[src/include/ast_cfg.svh]
`ifndef AST_CFG_SVH
`define AST_CFG_SVH
`define AST_AW 8
`define AST_A_STAT 8'h00
`define AST_A_DATA 8'h04
`define AST_A_CR1 8'h08
`define AST_A_CR2 8'h0C
`define AST_A_BRR 8'h10
`define AST_A_ETPR 8'h14
`define AST_A_ERPR 8'h18
`define AST_ST_TXE 7
`define AST_ST_TC 6
`define AST_ST_RXF 5
`define AST_ST_OVR 3
`define AST_ST_NF 2
`define AST_ST_FE 1
`define AST_C1_R8 7
`define AST_C1_T8 6
`define AST_C1_M 4
`define AST_C2_TIE 7
`define AST_C2_TX_COMPLETE_IRQ_EN 6
`define AST_C2_RIE 5
`define AST_C2_TE 3
`define AST_C2_RE 2
`define AST_C2_SBK 0
`define AST_BR_PR 7:6
`define AST_BR_TR 5:3
`define AST_BR_RR 2:0
`define AST_RESP_OK 2'h0
`define AST_RESP_ERR 2'h2
`define AST_SMP_A 4'h7
`define AST_SMP_C 4'h9
`define AST_OS_LAST 4'hF
`define AST_STOP8 4'h9
`define AST_STOP9 4'hA
`define AST_FRM8 4'hA
`define AST_FRM9 4'hB
`endif

[src/include/ast_pkg.sv]
`default_nettype none
package ast_pkg;
   typedef enum logic [2:0] {TX_OFF = 3'b001, TX_READY = 3'b010, TX_SHIFT = 3'b100} ast_tx_t;
   typedef enum logic [1:0] {RX_HUNT = 2'b01, RX_BITS = 2'b10} ast_rx_t;
   typedef struct packed {
      logic awvalid;
      logic [7:0] awaddr;
      logic wvalid;
      logic [31:0] wdata;
      logic [3:0] wstrb;
      logic bready;
      logic arvalid;
      logic [7:0] araddr;
      logic rready;
   } ast_axi_req_t;
   typedef struct packed {
      logic awready;
      logic wready;
      logic bvalid;
      logic [1:0] bresp;
      logic arready;
      logic rvalid;
      logic [31:0] rdata;
      logic [1:0] rresp;
   } ast_axi_rsp_t;
   typedef struct packed {
      ast_axi_rsp_t rsp;
      logic aw_have, w_have;
      logic [7:0] aw_addr, w_data;
      logic w_lane;
      logic word_len9, tx_ninth_bit, rx_ninth_bit;
      logic tx_empty_irq_en, tx_complete_irq_en, rx_irq_en;
      logic tx_enable, rx_enable, send_break;
      logic [1:0] pr_sel;
      logic [2:0] tx_div_sel, rx_div_sel;
      logic [7:0] tx_fine_prescaler, rx_fine_prescaler;
      logic seen;
      logic tx_empty_flag, tx_complete_flag, rx_full_flag;
      logic ovr_flag, noise_flag, framing_error_flag, nf_hidden;
      ast_tx_t tst;
      logic en_prev, idle_pend, brk_sent, hold_full;
      logic [7:0] tx_hold_buffer;
      logic [10:0] tx_sh;
      logic [3:0] tx_cnt, tx_os;
      logic [19:0] tx_div;
      logic tx_pin, tx_oe;
      ast_rx_t rst;
      logic rx_prev, rx_noise;
      logic [19:0] rx_div;
      logic [3:0] rx_os, rx_idx;
      logic [1:0] rx_vote;
      logic [8:0] rx_sh;
      logic [7:0] rx_hold_buffer;
      logic irq;
   } ast_state_t;
endpackage : ast_pkg
`default_nettype wire

[src/hdl/ast_top.sv]
`include "ast_cfg.svh"
`default_nettype none
module ast_top import ast_pkg::*; (
   input wire logic aclk,
   input wire logic aresetn,
   input wire ast_axi_req_t axi_req,
   output ast_axi_rsp_t axi_rsp,
   input wire logic serial_rx_in,
   input wire logic cpu_irq_mask,
   output logic serial_tx_out,
   output logic serial_tx_oe,
   output logic irq
);
   ast_state_t s_q, s_d;
   logic wr_data, rd_data, rx_done, stop_ok;

   // Oversample divider limit: prescaler * 2^sel * fine - 1
   function automatic logic [19:0] div_lim(input logic [1:0] pr, input logic [2:0] sel,
                                           input logic [7:0] fine);
      logic [3:0] p;
      logic [19:0] b;
      p = (pr == 2'h0) ? 4'h1 : (pr == 2'h1) ? 4'h3 : (pr == 2'h2) ? 4'h4 : 4'hD;
      b = 20'({16'h0, p} << sel);
      div_lim = 20'(b * 20'((fine == 8'h0) ? 8'h1 : fine)) - 20'h1;
   endfunction : div_lim

   always_comb begin
      logic [7:0] rv;
      logic os_t, bit_t, in_bit, maj, noisy, ld;
      logic [3:0] n;
      logic [2:0] v;
      s_d = s_q;
      rv = 8'h0;
      wr_data = 1'b0;
      rd_data = 1'b0;
      rx_done = 1'b0;
      stop_ok = 1'b0;
      ld = 1'b0;
      n = s_q.word_len9 ? `AST_FRM9 : `AST_FRM8;
      // ---------------------------------------------------------------
      // Bus write side
      // ---------------------------------------------------------------
      if (s_q.rsp.bvalid && axi_req.bready) begin
         s_d.rsp.bvalid = 1'b0;
      end
      if (axi_req.awvalid && s_q.rsp.awready) begin
         s_d.aw_have = 1'b1;
         s_d.aw_addr = axi_req.awaddr;
      end
      if (axi_req.wvalid && s_q.rsp.wready) begin
         s_d.w_have = 1'b1;
         s_d.w_data = axi_req.wdata[7:0];
         s_d.w_lane = axi_req.wstrb[0];
      end
      if (s_d.aw_have && s_d.w_have && !s_d.rsp.bvalid) begin
         s_d.aw_have = 1'b0;
         s_d.w_have = 1'b0;
         s_d.rsp.bvalid = 1'b1;
         s_d.rsp.bresp = `AST_RESP_OK;
         if (s_d.aw_addr == `AST_A_STAT) begin
            s_d.seen = 1'b1;
         end else if (s_d.aw_addr == `AST_A_DATA) begin
            if (s_d.w_lane) begin
               wr_data = 1'b1;
            end
         end else if (s_d.aw_addr == `AST_A_CR1) begin
            if (s_d.w_lane) begin
               s_d.tx_ninth_bit = s_d.w_data[`AST_C1_T8];
               s_d.word_len9 = s_d.w_data[`AST_C1_M];
            end
         end else if (s_d.aw_addr == `AST_A_CR2) begin
            if (s_d.w_lane) begin
               s_d.tx_empty_irq_en = s_d.w_data[`AST_C2_TIE];
               s_d.tx_complete_irq_en = s_d.w_data[`AST_C2_TX_COMPLETE_IRQ_EN];
               s_d.rx_irq_en = s_d.w_data[`AST_C2_RIE];
               s_d.tx_enable = s_d.w_data[`AST_C2_TE];
               s_d.rx_enable = s_d.w_data[`AST_C2_RE];
               s_d.send_break = s_d.w_data[`AST_C2_SBK];
            end
         end else if (s_d.aw_addr == `AST_A_BRR) begin
            if (s_d.w_lane) begin
               s_d.pr_sel = s_d.w_data[`AST_BR_PR];
               s_d.tx_div_sel = s_d.w_data[`AST_BR_TR];
               s_d.rx_div_sel = s_d.w_data[`AST_BR_RR];
            end
         end else if (s_d.aw_addr == `AST_A_ETPR) begin
            if (s_d.w_lane) begin
               s_d.tx_fine_prescaler = s_d.w_data;
            end
         end else if (s_d.aw_addr == `AST_A_ERPR) begin
            if (s_d.w_lane) begin
               s_d.rx_fine_prescaler = s_d.w_data;
            end
         end else begin
            s_d.rsp.bresp = `AST_RESP_ERR;
         end
      end
      // ---------------------------------------------------------------
      // Bus read side
      // ---------------------------------------------------------------
      if (s_q.rsp.rvalid && axi_req.rready) begin
         s_d.rsp.rvalid = 1'b0;
      end
      if (axi_req.arvalid && s_q.rsp.arready) begin
         s_d.rsp.rvalid = 1'b1;
         s_d.rsp.rresp = `AST_RESP_OK;
         if (axi_req.araddr == `AST_A_STAT) begin
            rv[`AST_ST_TXE] = s_q.tx_empty_flag;
            rv[`AST_ST_TC] = s_q.tx_complete_flag;
            rv[`AST_ST_RXF] = s_q.rx_full_flag;
            rv[`AST_ST_OVR] = s_q.ovr_flag;
            rv[`AST_ST_NF] = s_q.noise_flag;
            rv[`AST_ST_FE] = s_q.framing_error_flag;
            s_d.seen = 1'b1;
         end else if (axi_req.araddr == `AST_A_DATA) begin
            rv = s_q.rx_hold_buffer;
            rd_data = 1'b1;
         end else if (axi_req.araddr == `AST_A_CR1) begin
            rv[`AST_C1_R8] = s_q.rx_ninth_bit;
            rv[`AST_C1_T8] = s_q.tx_ninth_bit;
            rv[`AST_C1_M] = s_q.word_len9;
         end else if (axi_req.araddr == `AST_A_CR2) begin
            rv[`AST_C2_TIE] = s_q.tx_empty_irq_en;
            rv[`AST_C2_TX_COMPLETE_IRQ_EN] = s_q.tx_complete_irq_en;
            rv[`AST_C2_RIE] = s_q.rx_irq_en;
            rv[`AST_C2_TE] = s_q.tx_enable;
            rv[`AST_C2_RE] = s_q.rx_enable;
            rv[`AST_C2_SBK] = s_q.send_break;
         end else if (axi_req.araddr == `AST_A_BRR) begin
            rv = {s_q.pr_sel, s_q.tx_div_sel, s_q.rx_div_sel};
         end else if (axi_req.araddr == `AST_A_ETPR) begin
            rv = s_q.tx_fine_prescaler;
         end else if (axi_req.araddr == `AST_A_ERPR) begin
            rv = s_q.rx_fine_prescaler;
         end else begin
            s_d.rsp.rresp = `AST_RESP_ERR;
         end
         s_d.rsp.rdata = {24'h0, rv};
      end
      // ---------------------------------------------------------------
      // Flag clear sequences; hardware sets below win
      // ---------------------------------------------------------------
      if (wr_data && s_q.seen) begin
         s_d.tx_empty_flag = 1'b0;
         s_d.tx_complete_flag = 1'b0;
      end
      if (rd_data && s_q.seen) begin
         s_d.rx_full_flag = 1'b0;
         s_d.ovr_flag = 1'b0;
         s_d.noise_flag = 1'b0;
         s_d.framing_error_flag = 1'b0;
      end
      if (wr_data || rd_data) begin
         s_d.seen = 1'b0;
      end
      // ---------------------------------------------------------------
      // Transmitter
      // ---------------------------------------------------------------
      os_t = 1'b0;
      if (!s_q.tx_enable) begin
         s_d.tx_div = 20'h0;
         s_d.tx_os = 4'h0;
      end else if (s_q.tx_div == div_lim(s_q.pr_sel, s_q.tx_div_sel, s_q.tx_fine_prescaler)) begin
         s_d.tx_div = 20'h0;
         s_d.tx_os = s_q.tx_os + 4'h1;
         os_t = 1'b1;
      end else begin
         s_d.tx_div = s_q.tx_div + 20'h1;
      end
      bit_t = os_t && (s_q.tx_os == `AST_OS_LAST);
      if (wr_data) begin
         if (s_q.tst == TX_READY && s_q.tx_enable && !s_q.idle_pend && !s_q.send_break
             && !s_q.brk_sent) begin
            s_d.tx_sh = {1'b1, s_q.word_len9 ? s_q.tx_ninth_bit : 1'b1, s_d.w_data, 1'b0};
            s_d.tx_cnt = n;
            s_d.tst = TX_SHIFT;
            s_d.tx_empty_flag = 1'b1;
         end else begin
            s_d.tx_hold_buffer = s_d.w_data;
            s_d.hold_full = 1'b1;
         end
      end
      s_d.en_prev = s_q.tx_enable;
      if (s_q.tx_enable != s_q.en_prev) begin
         s_d.hold_full = 1'b0;
         if (s_q.tx_enable) begin
            s_d.idle_pend = 1'b1;
         end
      end
      case (s_q.tst)
         TX_OFF: begin
            if (s_q.tx_enable) begin
               s_d.tst = TX_READY;
            end
         end
         TX_READY: begin
            if (!s_q.tx_enable) begin
               s_d.tst = TX_OFF;
            end else if (bit_t) begin
               ld = 1'b1;
            end
         end
         TX_SHIFT: begin
            if (bit_t) begin
               if (s_q.tx_cnt != 4'h0) begin
                  s_d.tx_pin = s_q.tx_sh[0];
                  s_d.tx_sh = {1'b1, s_q.tx_sh[10:1]};
                  s_d.tx_cnt = s_q.tx_cnt - 4'h1;
               end else begin
                  s_d.tx_complete_flag = 1'b1;
                  s_d.tx_pin = 1'b1;
                  s_d.tst = s_q.tx_enable ? TX_READY : TX_OFF;
                  ld = s_q.tx_enable;
               end
            end
         end
         default: begin
            s_d.tst = TX_OFF;
         end
      endcase
      if (ld) begin
         s_d.tst = TX_SHIFT;
         s_d.tx_cnt = n;
         if (s_d.idle_pend) begin
            s_d.idle_pend = 1'b0;
            s_d.tx_sh = 11'h7FF;
         end else if (s_q.send_break) begin
            s_d.tx_sh = 11'h000;
            s_d.brk_sent = 1'b1;
         end else if (s_q.brk_sent) begin
            s_d.tx_sh = 11'h7FF;
            s_d.tx_cnt = 4'h1;
            s_d.brk_sent = 1'b0;
         end else if (s_d.hold_full) begin
            s_d.tx_sh = {1'b1, s_q.word_len9 ? s_q.tx_ninth_bit : 1'b1, s_d.tx_hold_buffer,
                         1'b0};
            s_d.hold_full = 1'b0;
            s_d.tx_empty_flag = 1'b1;
         end else begin
            s_d.tst = TX_READY;
         end
      end
      if (s_d.tst != TX_SHIFT) begin
         s_d.tx_pin = 1'b1;
      end
      s_d.tx_oe = s_d.tx_enable || s_d.rx_enable;
      // ---------------------------------------------------------------
      // Receiver
      // ---------------------------------------------------------------
      os_t = 1'b0;
      if (!s_q.rx_enable) begin
         s_d.rx_div = 20'h0;
         s_d.rst = RX_HUNT;
         s_d.rx_prev = 1'b1;
      end else if (s_q.rx_div == div_lim(s_q.pr_sel, s_q.rx_div_sel, s_q.rx_fine_prescaler)) begin
         s_d.rx_div = 20'h0;
         os_t = 1'b1;
      end else begin
         s_d.rx_div = s_q.rx_div + 20'h1;
      end
      in_bit = serial_rx_in;
      v = {s_q.rx_vote, in_bit};
      maj = (v[2] & v[1]) | (v[2] & v[0]) | (v[1] & v[0]);
      noisy = !((v == 3'h7) || (v == 3'h0));
      if (os_t) begin
         s_d.rx_prev = in_bit;
         case (s_q.rst)
            RX_HUNT: begin
               if (s_q.rx_prev && !in_bit) begin
                  s_d.rst = RX_BITS;
                  s_d.rx_os = 4'h1;
                  s_d.rx_idx = 4'h0;
                  s_d.rx_noise = 1'b0;
               end
            end
            RX_BITS: begin
               s_d.rx_os = s_q.rx_os + 4'h1;
               if (s_q.rx_os >= `AST_SMP_A && s_q.rx_os < `AST_SMP_C) begin
                  s_d.rx_vote = v[1:0];
               end
               if (s_q.rx_os == `AST_SMP_C) begin
                  s_d.rx_noise = s_q.rx_noise | noisy;
                  if (s_q.rx_idx == 4'h0) begin
                     if (maj) begin
                        s_d.rst = RX_HUNT;
                        s_d.nf_hidden = 1'b1;
                     end
                  end else if (s_q.rx_idx == (s_q.word_len9 ? `AST_STOP9 : `AST_STOP8)) begin
                     rx_done = 1'b1;
                     stop_ok = maj;
                     s_d.rst = RX_HUNT;
                  end else begin
                     s_d.rx_sh = {maj, s_q.rx_sh[8:1]};
                  end
               end
               if (s_q.rx_os == `AST_OS_LAST) begin
                  s_d.rx_idx = s_q.rx_idx + 4'h1;
               end
            end
            default: begin
               s_d.rst = RX_HUNT;
            end
         endcase
      end
      if (rx_done) begin
         if (s_q.rx_full_flag) begin
            s_d.ovr_flag = 1'b1;
         end else begin
            s_d.rx_hold_buffer = s_q.word_len9 ? s_q.rx_sh[7:0] : s_q.rx_sh[8:1];
            if (s_q.word_len9) begin
               s_d.rx_ninth_bit = s_q.rx_sh[8];
            end
            s_d.rx_full_flag = 1'b1;
            s_d.noise_flag = s_d.rx_noise | s_q.nf_hidden;
            s_d.framing_error_flag = !stop_ok;
            s_d.nf_hidden = 1'b0;
         end
      end
      // ---------------------------------------------------------------
      // Interrupt request
      // ---------------------------------------------------------------
      s_d.irq = !cpu_irq_mask && ((s_d.tx_empty_flag && s_d.tx_empty_irq_en)
         || (s_d.tx_complete_flag && s_d.tx_complete_irq_en)
         || ((s_d.rx_full_flag || s_d.ovr_flag) && s_d.rx_irq_en));
      s_d.rsp.awready = !s_d.aw_have && !s_d.rsp.bvalid;
      s_d.rsp.wready = !s_d.w_have && !s_d.rsp.bvalid;
      s_d.rsp.arready = !s_d.rsp.rvalid;
   end

   always_ff @(posedge aclk) begin
      if (!aresetn) begin
         s_q <= '0;
         s_q.tst <= TX_OFF;
         s_q.rst <= RX_HUNT;
         s_q.tx_empty_flag <= 1'b1;
         s_q.tx_complete_flag <= 1'b1;
         s_q.tx_pin <= 1'b1;
         s_q.rx_prev <= 1'b1;
      end else begin
         s_q <= s_d;
      end
   end

   assign axi_rsp = s_q.rsp;
   assign serial_tx_out = s_q.tx_pin;
   assign serial_tx_oe = s_q.tx_oe;
   assign irq = s_q.irq;
endmodule : ast_top
`default_nettype wire

[config.mk]
export PLATFORM = sky130hd
export DESIGN_NAME = ast_top
export DESIGN_NICKNAME = d
export VERILOG_FILES = /design/src/include/ast_pkg.sv /design/src/hdl/ast_top.sv
export VERILOG_INCLUDE_DIRS = /design/src /design/src/include
export SDC_FILE = /design/constraint.sdc
export NUM_CORES = 1
export LEC_CHECK = 0
export BUFFER_PORTS_ARGS = -buffer_cell sky130_fd_sc_hd__buf_2
export CAP_MARGIN = 20
export CORE_MARGIN = 1.5
export CORE_UTILIZATION = 58
export DETAILED_ROUTE_END_ITERATION = 8
export PLACE_DENSITY = 0.86
export SYNTH_ARGS = -nofsm -noshare
export SYNTH_HDL_FRONTEND = slang
export SYNTH_SLANG_ARGS = --single-unit
[constraint.sdc]
create_clock -name aclk -period 8.4 [get_ports aclk]
set_input_delay 1.68 -clock aclk [delete_from_list [all_inputs] [get_ports aclk]]
set_output_delay 1.68 -clock aclk [all_outputs]
set_load 0.02 [all_outputs]
==> tab_implementation.tex, run 1 <==
\begin{tabular}{lr}
\hline
Metric & Value \\
\hline
\multicolumn{2}{l}{\textbf{Die}} \\
Die Span X & roughly 170 µm \\
Initial cell density of the core & 0.587 \\
Ports placed on the boundary & between 100 and 150 \\
Row count & between 60 and 70 \\
Vertical die dimension & 170 µm \\
Area of the core & around 0.028 mm² \\
Area enclosed by the die boundary & slightly below 0.03 mm² \\
\multicolumn{2}{l}{\textbf{Drt}} \\
Final antenna-violating net count & 0 \\
Post-DR vias/cell & just over 6 \\
Total Wirelength & $\sim$40,000 µm \\
Average wire per cell in the routed design & 17.0 µm \\
DRC viols & 0 \\
Router iterations before antenna repair & 6 \\
Number of vias after detailed routing & roughly 14,000 \\
First-iteration detailed-routing DRC count & 1,344 \\
\multicolumn{2}{l}{\textbf{Timing}} \\
Final sum of negative setup slack & 0 ns \\
Highest Clock Rate & between 100 and 150 MHz \\
Number of endpoints with negative hold slack in the final report & 0 \\
Fin worst setup slack & $\sim$0.5 ns \\
Layout Skew & around 0.011 ns \\
Worst hold margin & $\sim$0.43 ns \\
\# setup viols final & 0 \\
Ratio of final minimum period to clock period & 0.939 \\
Clock period minus final worst setup slack & $\sim$8 ns \\
Remaining max-slew budget at the tightest pin & 0.392 \\
Final Max Slew Viols & 0 \\
Unrepaired setup endpoints after global routing & false \\
Worst-Margin Slew & approximately 0.9 ns \\
\multicolumn{2}{l}{\textbf{GRT}} \\
Leftover overflow at the end of global routing & 0 \\
Global-route wire length before repair & 66,900 µm \\
Layer with the highest usage & met2 \\
Vias in the first global route & $\sim$14,000 \\
Initial antenna violation count & 1 \\
Global-route met3 utilization & 0.0393 \\
Met2 Resource Use GR & 0.478 \\
Global-route usage over all layers & 0.284 \\
Met1 usage & 0.363 \\
Maximum number of pins on one net before global-route repair & 86 \\
\multicolumn{2}{l}{\textbf{Setup path}} \\
Required arrival time at the worst endpoint & approximately 8.8 ns \\
Category of the most critical setup path & reg2reg \\
Setup crit end kind & flip-flop \\
Critical path fanouts, max & 19 \\
Critical Path AT & 8.25 ns \\
Type of origin of the critical path & flip-flop \\
Reg-to-reg setup timing slack & 0.51 ns \\
Depth of the most critical reg-to-reg path & 26 \\
\multicolumn{2}{l}{\textbf{Clock network}} \\
Clock root buffer & sky130\_fd\_sc\_hd\_\_clkbuf\_16 \\
H-tree depth & 4 \\
Buffers from clock root to sink, at most & 2 \\
CTS clk-pin slew, worst paths & 0.07 ns \\
Clk\_lat worst skew & about 0.44 ns \\
TritonCTS clock tree & built \\
Count of clock tree sinks & about 180 \\
Post-CTS Setup Repair Bufs & 0 \\
Cts bufs inserted & 17 \\
\multicolumn{2}{l}{\textbf{Layout}} \\
Nets & $\sim$2,300 \\
Number of antenna diodes & 0 \\
Fill count & about 2,300 \\
Layout cell share with drive strength beyond 1 & 0.0706 \\
Final design utilization & 0.623 \\
Layout-stage area growth over the synthesis result & 6.16\% \\
Final Non-Filler Cells & between 2,000 and 2,500 \\
\multicolumn{2}{l}{\textbf{Yosys}} \\
Number of flops mapped to enable cells by yosys & 0 \\
Synth Flop Type & sky130\_fd\_sc\_hd\_\_dfxtp\_1 \\
Count of mapped cells out of synthesis & between 1,500 and 2,000 \\
Syn Area/Cell & around 8 µm² \\
Number of flip-flops and latches in the synthesized netlist & around 180 \\
YS warnings & 0 \\
Async SR Flop Fraction & 0 \\
Sequential cell area fraction in the yosys report & 0.226 \\
Cell area after synthesis & about 0.016 mm² \\
Distinct cell type count of the synthesized netlist & 79 \\
\multicolumn{2}{l}{\textbf{Placement}} \\
GP Congestion & about 0.96 \\
\# placed instances & roughly 2,300 \\
Worst slack after detailed placement & approximately 0.37 ns \\
PortBufs & 51 \\
HPWL reported at the end of detailed placement & roughly 30,000 µm \\
\multicolumn{2}{l}{\textbf{Pwr}} \\
Leakage component of the power & around 7.0 nW \\
Power per Cell Area & 113 mW/mm² \\
Worst IR drop on VDD & between 150 and 200 µV \\
\multicolumn{2}{l}{\textbf{Hold path}} \\
HP Class & reg2reg \\
Worst hold path depth & 1 \\
\multicolumn{2}{l}{\textbf{Job}} \\
Max-cap viol count & 0 \\
\multicolumn{2}{l}{\textbf{Outcome}} \\
Status & completed \\
\hline
\end{tabular}
synthesized netlist by cell type (6+ instances only):
master                      count  share of area
sky130_fd_sc_hd__mux2i_1       47          0.029
sky130_fd_sc_hd__nand4_1       23         0.0089
sky130_fd_sc_hd__a21o_1        18         0.0083
sky130_fd_sc_hd__dfxtp_1      183           0.23
sky130_fd_sc_hd__a21oi_1       85          0.026
sky130_fd_sc_hd__nor2b_1       11         0.0042
sky130_fd_sc_hd__and2_1        68          0.026
sky130_fd_sc_hd__xnor2_1       51          0.028
sky130_fd_sc_hd__nand2_1      223          0.052
sky130_fd_sc_hd__nand2b_1      16         0.0062
sky130_fd_sc_hd__fa_1         118           0.15
sky130_fd_sc_hd__nor3b_1       11         0.0051
sky130_fd_sc_hd__clkbuf_1      89          0.021
sky130_fd_sc_hd__xor2_1        42          0.023
sky130_fd_sc_hd__inv_1        180          0.042
sky130_fd_sc_hd__and3_1        37          0.014
sky130_fd_sc_hd__nor3_1        42          0.013
sky130_fd_sc_hd__a221oi_1      16         0.0086
sky130_fd_sc_hd__or4_1         20         0.0093
sky130_fd_sc_hd__a2111oi_0      6         0.0032
sky130_fd_sc_hd__nand3_1       47          0.015
sky130_fd_sc_hd__a211oi_1      39          0.018
sky130_fd_sc_hd__nor2_1       176          0.041
sky130_fd_sc_hd__ha_1         107          0.083
sky130_fd_sc_hd__nor4_1        24         0.0093
sky130_fd_sc_hd__o21ai_0       61          0.019
sky130_fd_sc_hd__o21a_1        20         0.0093
sky130_fd_sc_hd__buf_1          6         0.0014
sky130_fd_sc_hd__a31oi_1       10         0.0039
sky130_fd_sc_hd__o22ai_1       13         0.0050
sky130_fd_sc_hd__o221ai_1      10         0.0054
sky130_fd_sc_hd__o211ai_1      14         0.0065
sky130_fd_sc_hd__buf_4         44          0.020
sky130_fd_sc_hd__or3_1         18         0.0069
sky130_fd_sc_hd__o211a_1       14         0.0086
repair_timing:
action	CTS	global route
gates resized for setup	0	6
hold buffers	0	0
endpoints found under the setup margin	0	23
metal layers:
| layer | vias to the layer above | share of wire |
|---|---|---|
| li1 | 6713 | - |
| met1 | 6925 | 0.42 |
| met2 | 608 | 0.48 |
| met3 | 115 | 0.065 |
| met4 | 2 | 0.035 |
| met5 | - | 0.00025 |
metrics by stage:
step / area (µm²) / total power [mW]
final: 17200 / 1.94
after global routing: 17200 / 1.99
after CTS: 17200 / 1.93
after detailed placement: 16600 / 1.13
after global placement: 16600 / 1.13
after floorplan: 16300 / 1.08
critical path, cell delays in order, from the launching register on:
cell and delay, ns:
sky130_fd_sc_hd__dfxtp_1 0.62, sky130_fd_sc_hd__nor2_1 0.18, sky130_fd_sc_hd__nand2_1 0.10, sky130_fd_sc_hd__o21ai_0 0.07
sky130_fd_sc_hd__nand2_1 0.07, sky130_fd_sc_hd__o21ai_0 0.12, sky130_fd_sc_hd__nand2_1 0.10, sky130_fd_sc_hd__o31ai_1 0.12
sky130_fd_sc_hd__buf_4 0.21, sky130_fd_sc_hd__and2_1 0.17, sky130_fd_sc_hd__fa_1 0.53, sky130_fd_sc_hd__inv_1 0.05
sky130_fd_sc_hd__fa_1 0.47, sky130_fd_sc_hd__fa_1 0.46, sky130_fd_sc_hd__fa_1 0.52, sky130_fd_sc_hd__inv_1 0.04
sky130_fd_sc_hd__ha_1 0.39, sky130_fd_sc_hd__a21oi_1 0.34, sky130_fd_sc_hd__nor2_1 0.12, sky130_fd_sc_hd__or4_1 0.52
sky130_fd_sc_hd__or4_1 0.53, sky130_fd_sc_hd__nor4_1 0.30, sky130_fd_sc_hd__nand4_1 0.32, sky130_fd_sc_hd__or3_4 0.53
sky130_fd_sc_hd__buf_4 0.22, sky130_fd_sc_hd__or4_1 0.52, sky130_fd_sc_hd__a21oi_1 0.17
area by class of cell:
| class | count | area (µm²) | share of cell area |
|---|---|---|---|
| multi-input cells | 1502 | 11300 | 0.657 |
| flip-flops and latches | 183 | 3660 | 0.213 |
| inverters | 181 | 679 | 0.0395 |
| repair buffers | 85 | 510 | 0.0296 |
| well taps | 378 | 473 | 0.0275 |
| clock buffers | 20 | 437 | 0.0254 |
| clock inverters | 11 | 150 | 0.00872 |
state kept, by name, indices dropped and copies added, names as in the netlist:
| register | flops |
|---|---|
| axi_rsp | 15 |
| irq | 1 |
| s_q | 164 |
| s_d | 1 |
| serial_tx_oe | 1 |
| serial_tx_out | 1 |
final timing paths:
| check | start | endpoint |
|---|---|---|
| worst max-delay path | s_q[139] | s_q[11] |
| worst min-delay path | s_q[167] | axi_rsp[40] |
| worst max register to register | s_q[139] | s_q[11] |
| worst min register to register | s_q[167] | axi_rsp[40] |
logic make-up after synthesis:
family,share of synthesized area
AOI/OAI and AO/OA,0.152
xor gates and xnor gates,0.0502
adders and majority gates,0.230
buffers and inverters,0.0858
DFF,0.226
muxes,0.0318
other,0.000231
and+or+nand+nor,0.224
power breakdown:
part	internal [mW]	switching (mW)	total, mW
combinational	0.0800	0.160	0.240
sequential	0.878	0.00670	0.885
clock	0.468	0.345	0.813
cell usage in the layout (no fill, tap or decap), types with 42 or more instances in the layout:
cell type | netlist | layout
sky130_fd_sc_hd__a21oi_1 | 85 | 85
sky130_fd_sc_hd__dfxtp_1 | 183 | 183
sky130_fd_sc_hd__xnor2_1 | 51 | 51
sky130_fd_sc_hd__o21ai_0 | 61 | 61
sky130_fd_sc_hd__fa_1 | 118 | 118
sky130_fd_sc_hd__nor3_1 | 42 | 42
sky130_fd_sc_hd__nand2_1 | 223 | 223
sky130_fd_sc_hd__xor2_1 | 42 | 42
sky130_fd_sc_hd__inv_1 | 180 | 180
sky130_fd_sc_hd__nor2_1 | 176 | 176
sky130_fd_sc_hd__buf_2 | 5 | 51
sky130_fd_sc_hd__ha_1 | 107 | 107
sky130_fd_sc_hd__and2_1 | 68 | 68
sky130_fd_sc_hd__nand3_1 | 47 | 47
sky130_fd_sc_hd__mux2i_1 | 47 | 47
(Power assumes the default switching activity.)
==> run 2, diff against run 1 <==
BUFFER_PORTS_ARGS = -buffer_cell sky130_fd_sc_hd__clkbuf_2   (was -buffer_cell sky130_fd_sc_hd__buf_2)
==> tab_implementation.tex, run 2 (synthesis results as in run 1) <==
\begin{tabular}{lr}
\hline
Metric & Value \\
\hline
\multicolumn{2}{l}{\textbf{Outcome}} \\
Status & completed \\
\multicolumn{2}{l}{\textbf{Hold path}} \\
HP Class & reg2reg \\
Worst hold path depth & 1 \\
\multicolumn{2}{l}{\textbf{Timing}} \\
Number of endpoints with negative hold slack in the final report & 0 \\
Final Max Slew Viols & 0 \\
Final sum of negative setup slack & 0 ns \\
Remaining max-slew budget at the tightest pin & 0.295 \\
Worst-Margin Slew & $\sim$1.0 ns \\
Clock period minus final worst setup slack & approximately 8.0 ns \\
\# setup viols final & 0 \\
Ratio of final minimum period to clock period & 0.947 \\
Layout Skew & about 0.026 ns \\
Fin worst setup slack & between 0.4 and 0.5 ns \\
Unrepaired setup endpoints after global routing & false \\
Highest Clock Rate & roughly 130 MHz \\
\multicolumn{2}{l}{\textbf{GRT}} \\
Global-route wire length before repair & around 67,000 µm \\
Leftover overflow at the end of global routing & 0 \\
Maximum number of pins on one net before global-route repair & 88 \\
Initial antenna violation count & 0 \\
Vias in the first global route & 13,864 \\
Global-route usage over all layers & 0.286 \\
\multicolumn{2}{l}{\textbf{Die}} \\
Area of the core & around 0.028 mm² \\
Die Span X & roughly 170 µm \\
Vertical die dimension & 170 µm \\
Row count & 61 \\
Area enclosed by the die boundary & just under 0.03 mm² \\
Initial cell density of the core & 0.587 \\
Ports placed on the boundary & 105 \\
\multicolumn{2}{l}{\textbf{Layout}} \\
Nets & 2,253 \\
Layout-stage area growth over the synthesis result & 5.93\% \\
Fill count & about 2,300 \\
Layout cell share with drive strength beyond 1 & 0.0697 \\
Most frequent cells in the layout & sky130\_fd\_sc\_hd\_\_nand2\_1, sky130\_fd\_sc\_hd\_\_dfxtp\_1, sky130\_fd\_sc\_hd\_\_inv\_1 \\
Most common cell after layout, fill and taps aside & sky130\_fd\_sc\_hd\_\_nand2\_1 \\
Number of flip-flops in the largest register & 164 \\
Number of antenna diodes & 0 \\
Largest reg by FF count & s\_q \\
\multicolumn{2}{l}{\textbf{Placement}} \\
HPWL reported at the end of detailed placement & $\sim$30,000 µm \\
GP Congestion & roughly 0.94 \\
PortBufs & 51 \\
Worst slack after detailed placement & approximately 0.39 ns \\
\multicolumn{2}{l}{\textbf{Setup path}} \\
CP Depth & 20 \\
Top cell by count, worst path & sky130\_fd\_sc\_hd\_\_fa\_1 \\
Critical path, cell by cell & nor2\_1 -> nor3\_1 -> and2\_1 -> nand2\_1 -> fa\_1 -> fa\_1 -> fa\_1 -> fa\_1 -> inv\_1 -> ha\_1 -> a21oi\_1 -> nor4\_1 -> or3\_1 -> or4\_1 -> or4\_1 -> nor4\_2 -> buf\_4 -> and2\_1 -> o211ai\_2 -> a221oi\_1 \\
Cell family with most CP delay & simple AND/OR/NAND/NOR gates \\
Slowest library cell on the worst path & sky130\_fd\_sc\_hd\_\_dfxtp\_1 \\
Depth of the most critical reg-to-reg path & 20 \\
Total buffers and inverters traversed by the critical path & 2 \\
Category of the most critical setup path & reg2reg \\
Critical path fanouts, max & 13 \\
Critical Path AT & just over 8 ns \\
Highest cell delay on the worst timing path & 0.64 ns \\
Type of origin of the critical path & flip-flop \\
Setup crit end kind & flip-flop \\
Required arrival time at the worst endpoint & 8.74 ns \\
\multicolumn{2}{l}{\textbf{Drt}} \\
Total Wirelength & 40,900 µm \\
Final antenna-violating net count & 0 \\
First-iteration detailed-routing DRC count & 1,478 \\
DRC viols & 0 \\
Average wire per cell in the routed design & about 17 µm \\
Router iterations before antenna repair & 6 \\
Post-DR vias/cell & around 6 \\
Number of vias after detailed routing & about 14,000 \\
\multicolumn{2}{l}{\textbf{Clock network}} \\
Count of clock tree sinks & around 180 \\
CTS Hold Bufs & 0 \\
TritonCTS clock tree & built \\
Clk\_lat worst skew & between 0.4 and 0.5 ns \\
Cts bufs inserted & 17 \\
Clock root buffer & sky130\_fd\_sc\_hd\_\_clkbuf\_16 \\
CTS clk-pin slew, worst paths & 0.08 ns \\
H-tree depth & 4 \\
Buffers from clock root to sink, at most & 2 \\
\multicolumn{2}{l}{\textbf{Pwr}} \\
Overall power of the completed layout & between 1.5 and 2 mW \\
Leakage component of the power & roughly 7.0 nW \\
Worst IR drop on VDD & around 130 µV \\
Power per Cell Area & 113 mW/mm² \\
\multicolumn{2}{l}{\textbf{Job}} \\
Max-cap viol count & 0 \\
\hline
\end{tabular}
==> run 2: stage by stage <==
stage,cell area (µm²),instances,utilization,hold slack (ns)
after global placement,16600,2326,0.600,0.411
after detailed placement,16600,2326,0.600,0.413
after floorplan,16300,2010,-,0.402
final,17200,2358,0.622,0.424
after CTS,17200,2358,0.621,0.424
after global routing,17200,2358,0.622,0.437
==> run 2: layer usage <==
metal,GRT usage,wire (µm),vias up
met3,0.0423,3070,112
met5,0,0,-
li1,-,-,6721
met1,0.365,16800,6898
met2,0.487,19700,666
met4,0.110,1350,0
==> run 2: worst paths after layout <==
check	from	to	slack [ns]
hold reg to reg	s_q[167]	axi_rsp[40]	0.42
setup reg to reg	s_q[138]	s_q[91]	0.44
setup / recovery	s_q[138]	s_q[91]	0.44
hold / removal	s_q[167]	axi_rsp[40]	0.42
==> run 2: area by class of cell <==
| cell class | instances | area, µm² | area share |
|---|---|---|---|
| multi-input cells | 1502 | 11300 | 0.657 |
| flip-flops and latches | 183 | 3660 | 0.213 |
| inverters | 181 | 679 | 0.0395 |
| repair buffers | 82 | 488 | 0.0284 |
| well taps | 378 | 473 | 0.0275 |
| clock buffers | 18 | 429 | 0.0250 |
| clock inverters | 14 | 158 | 0.00917 |
==> run 2: timing repair <==
action | in CTS | in global routing
endpoints found under the setup margin | 0 | 11
buffers inserted | 0 | 0
resized for setup | 0 | 3
==> run 2: power breakdown <==
part           switching (mW)  total (mW)  internal [mW]
Combinational           0.159       0.233         0.0741
Clock                   0.416       0.818          0.402
Sequential            0.00693       0.885          0.878
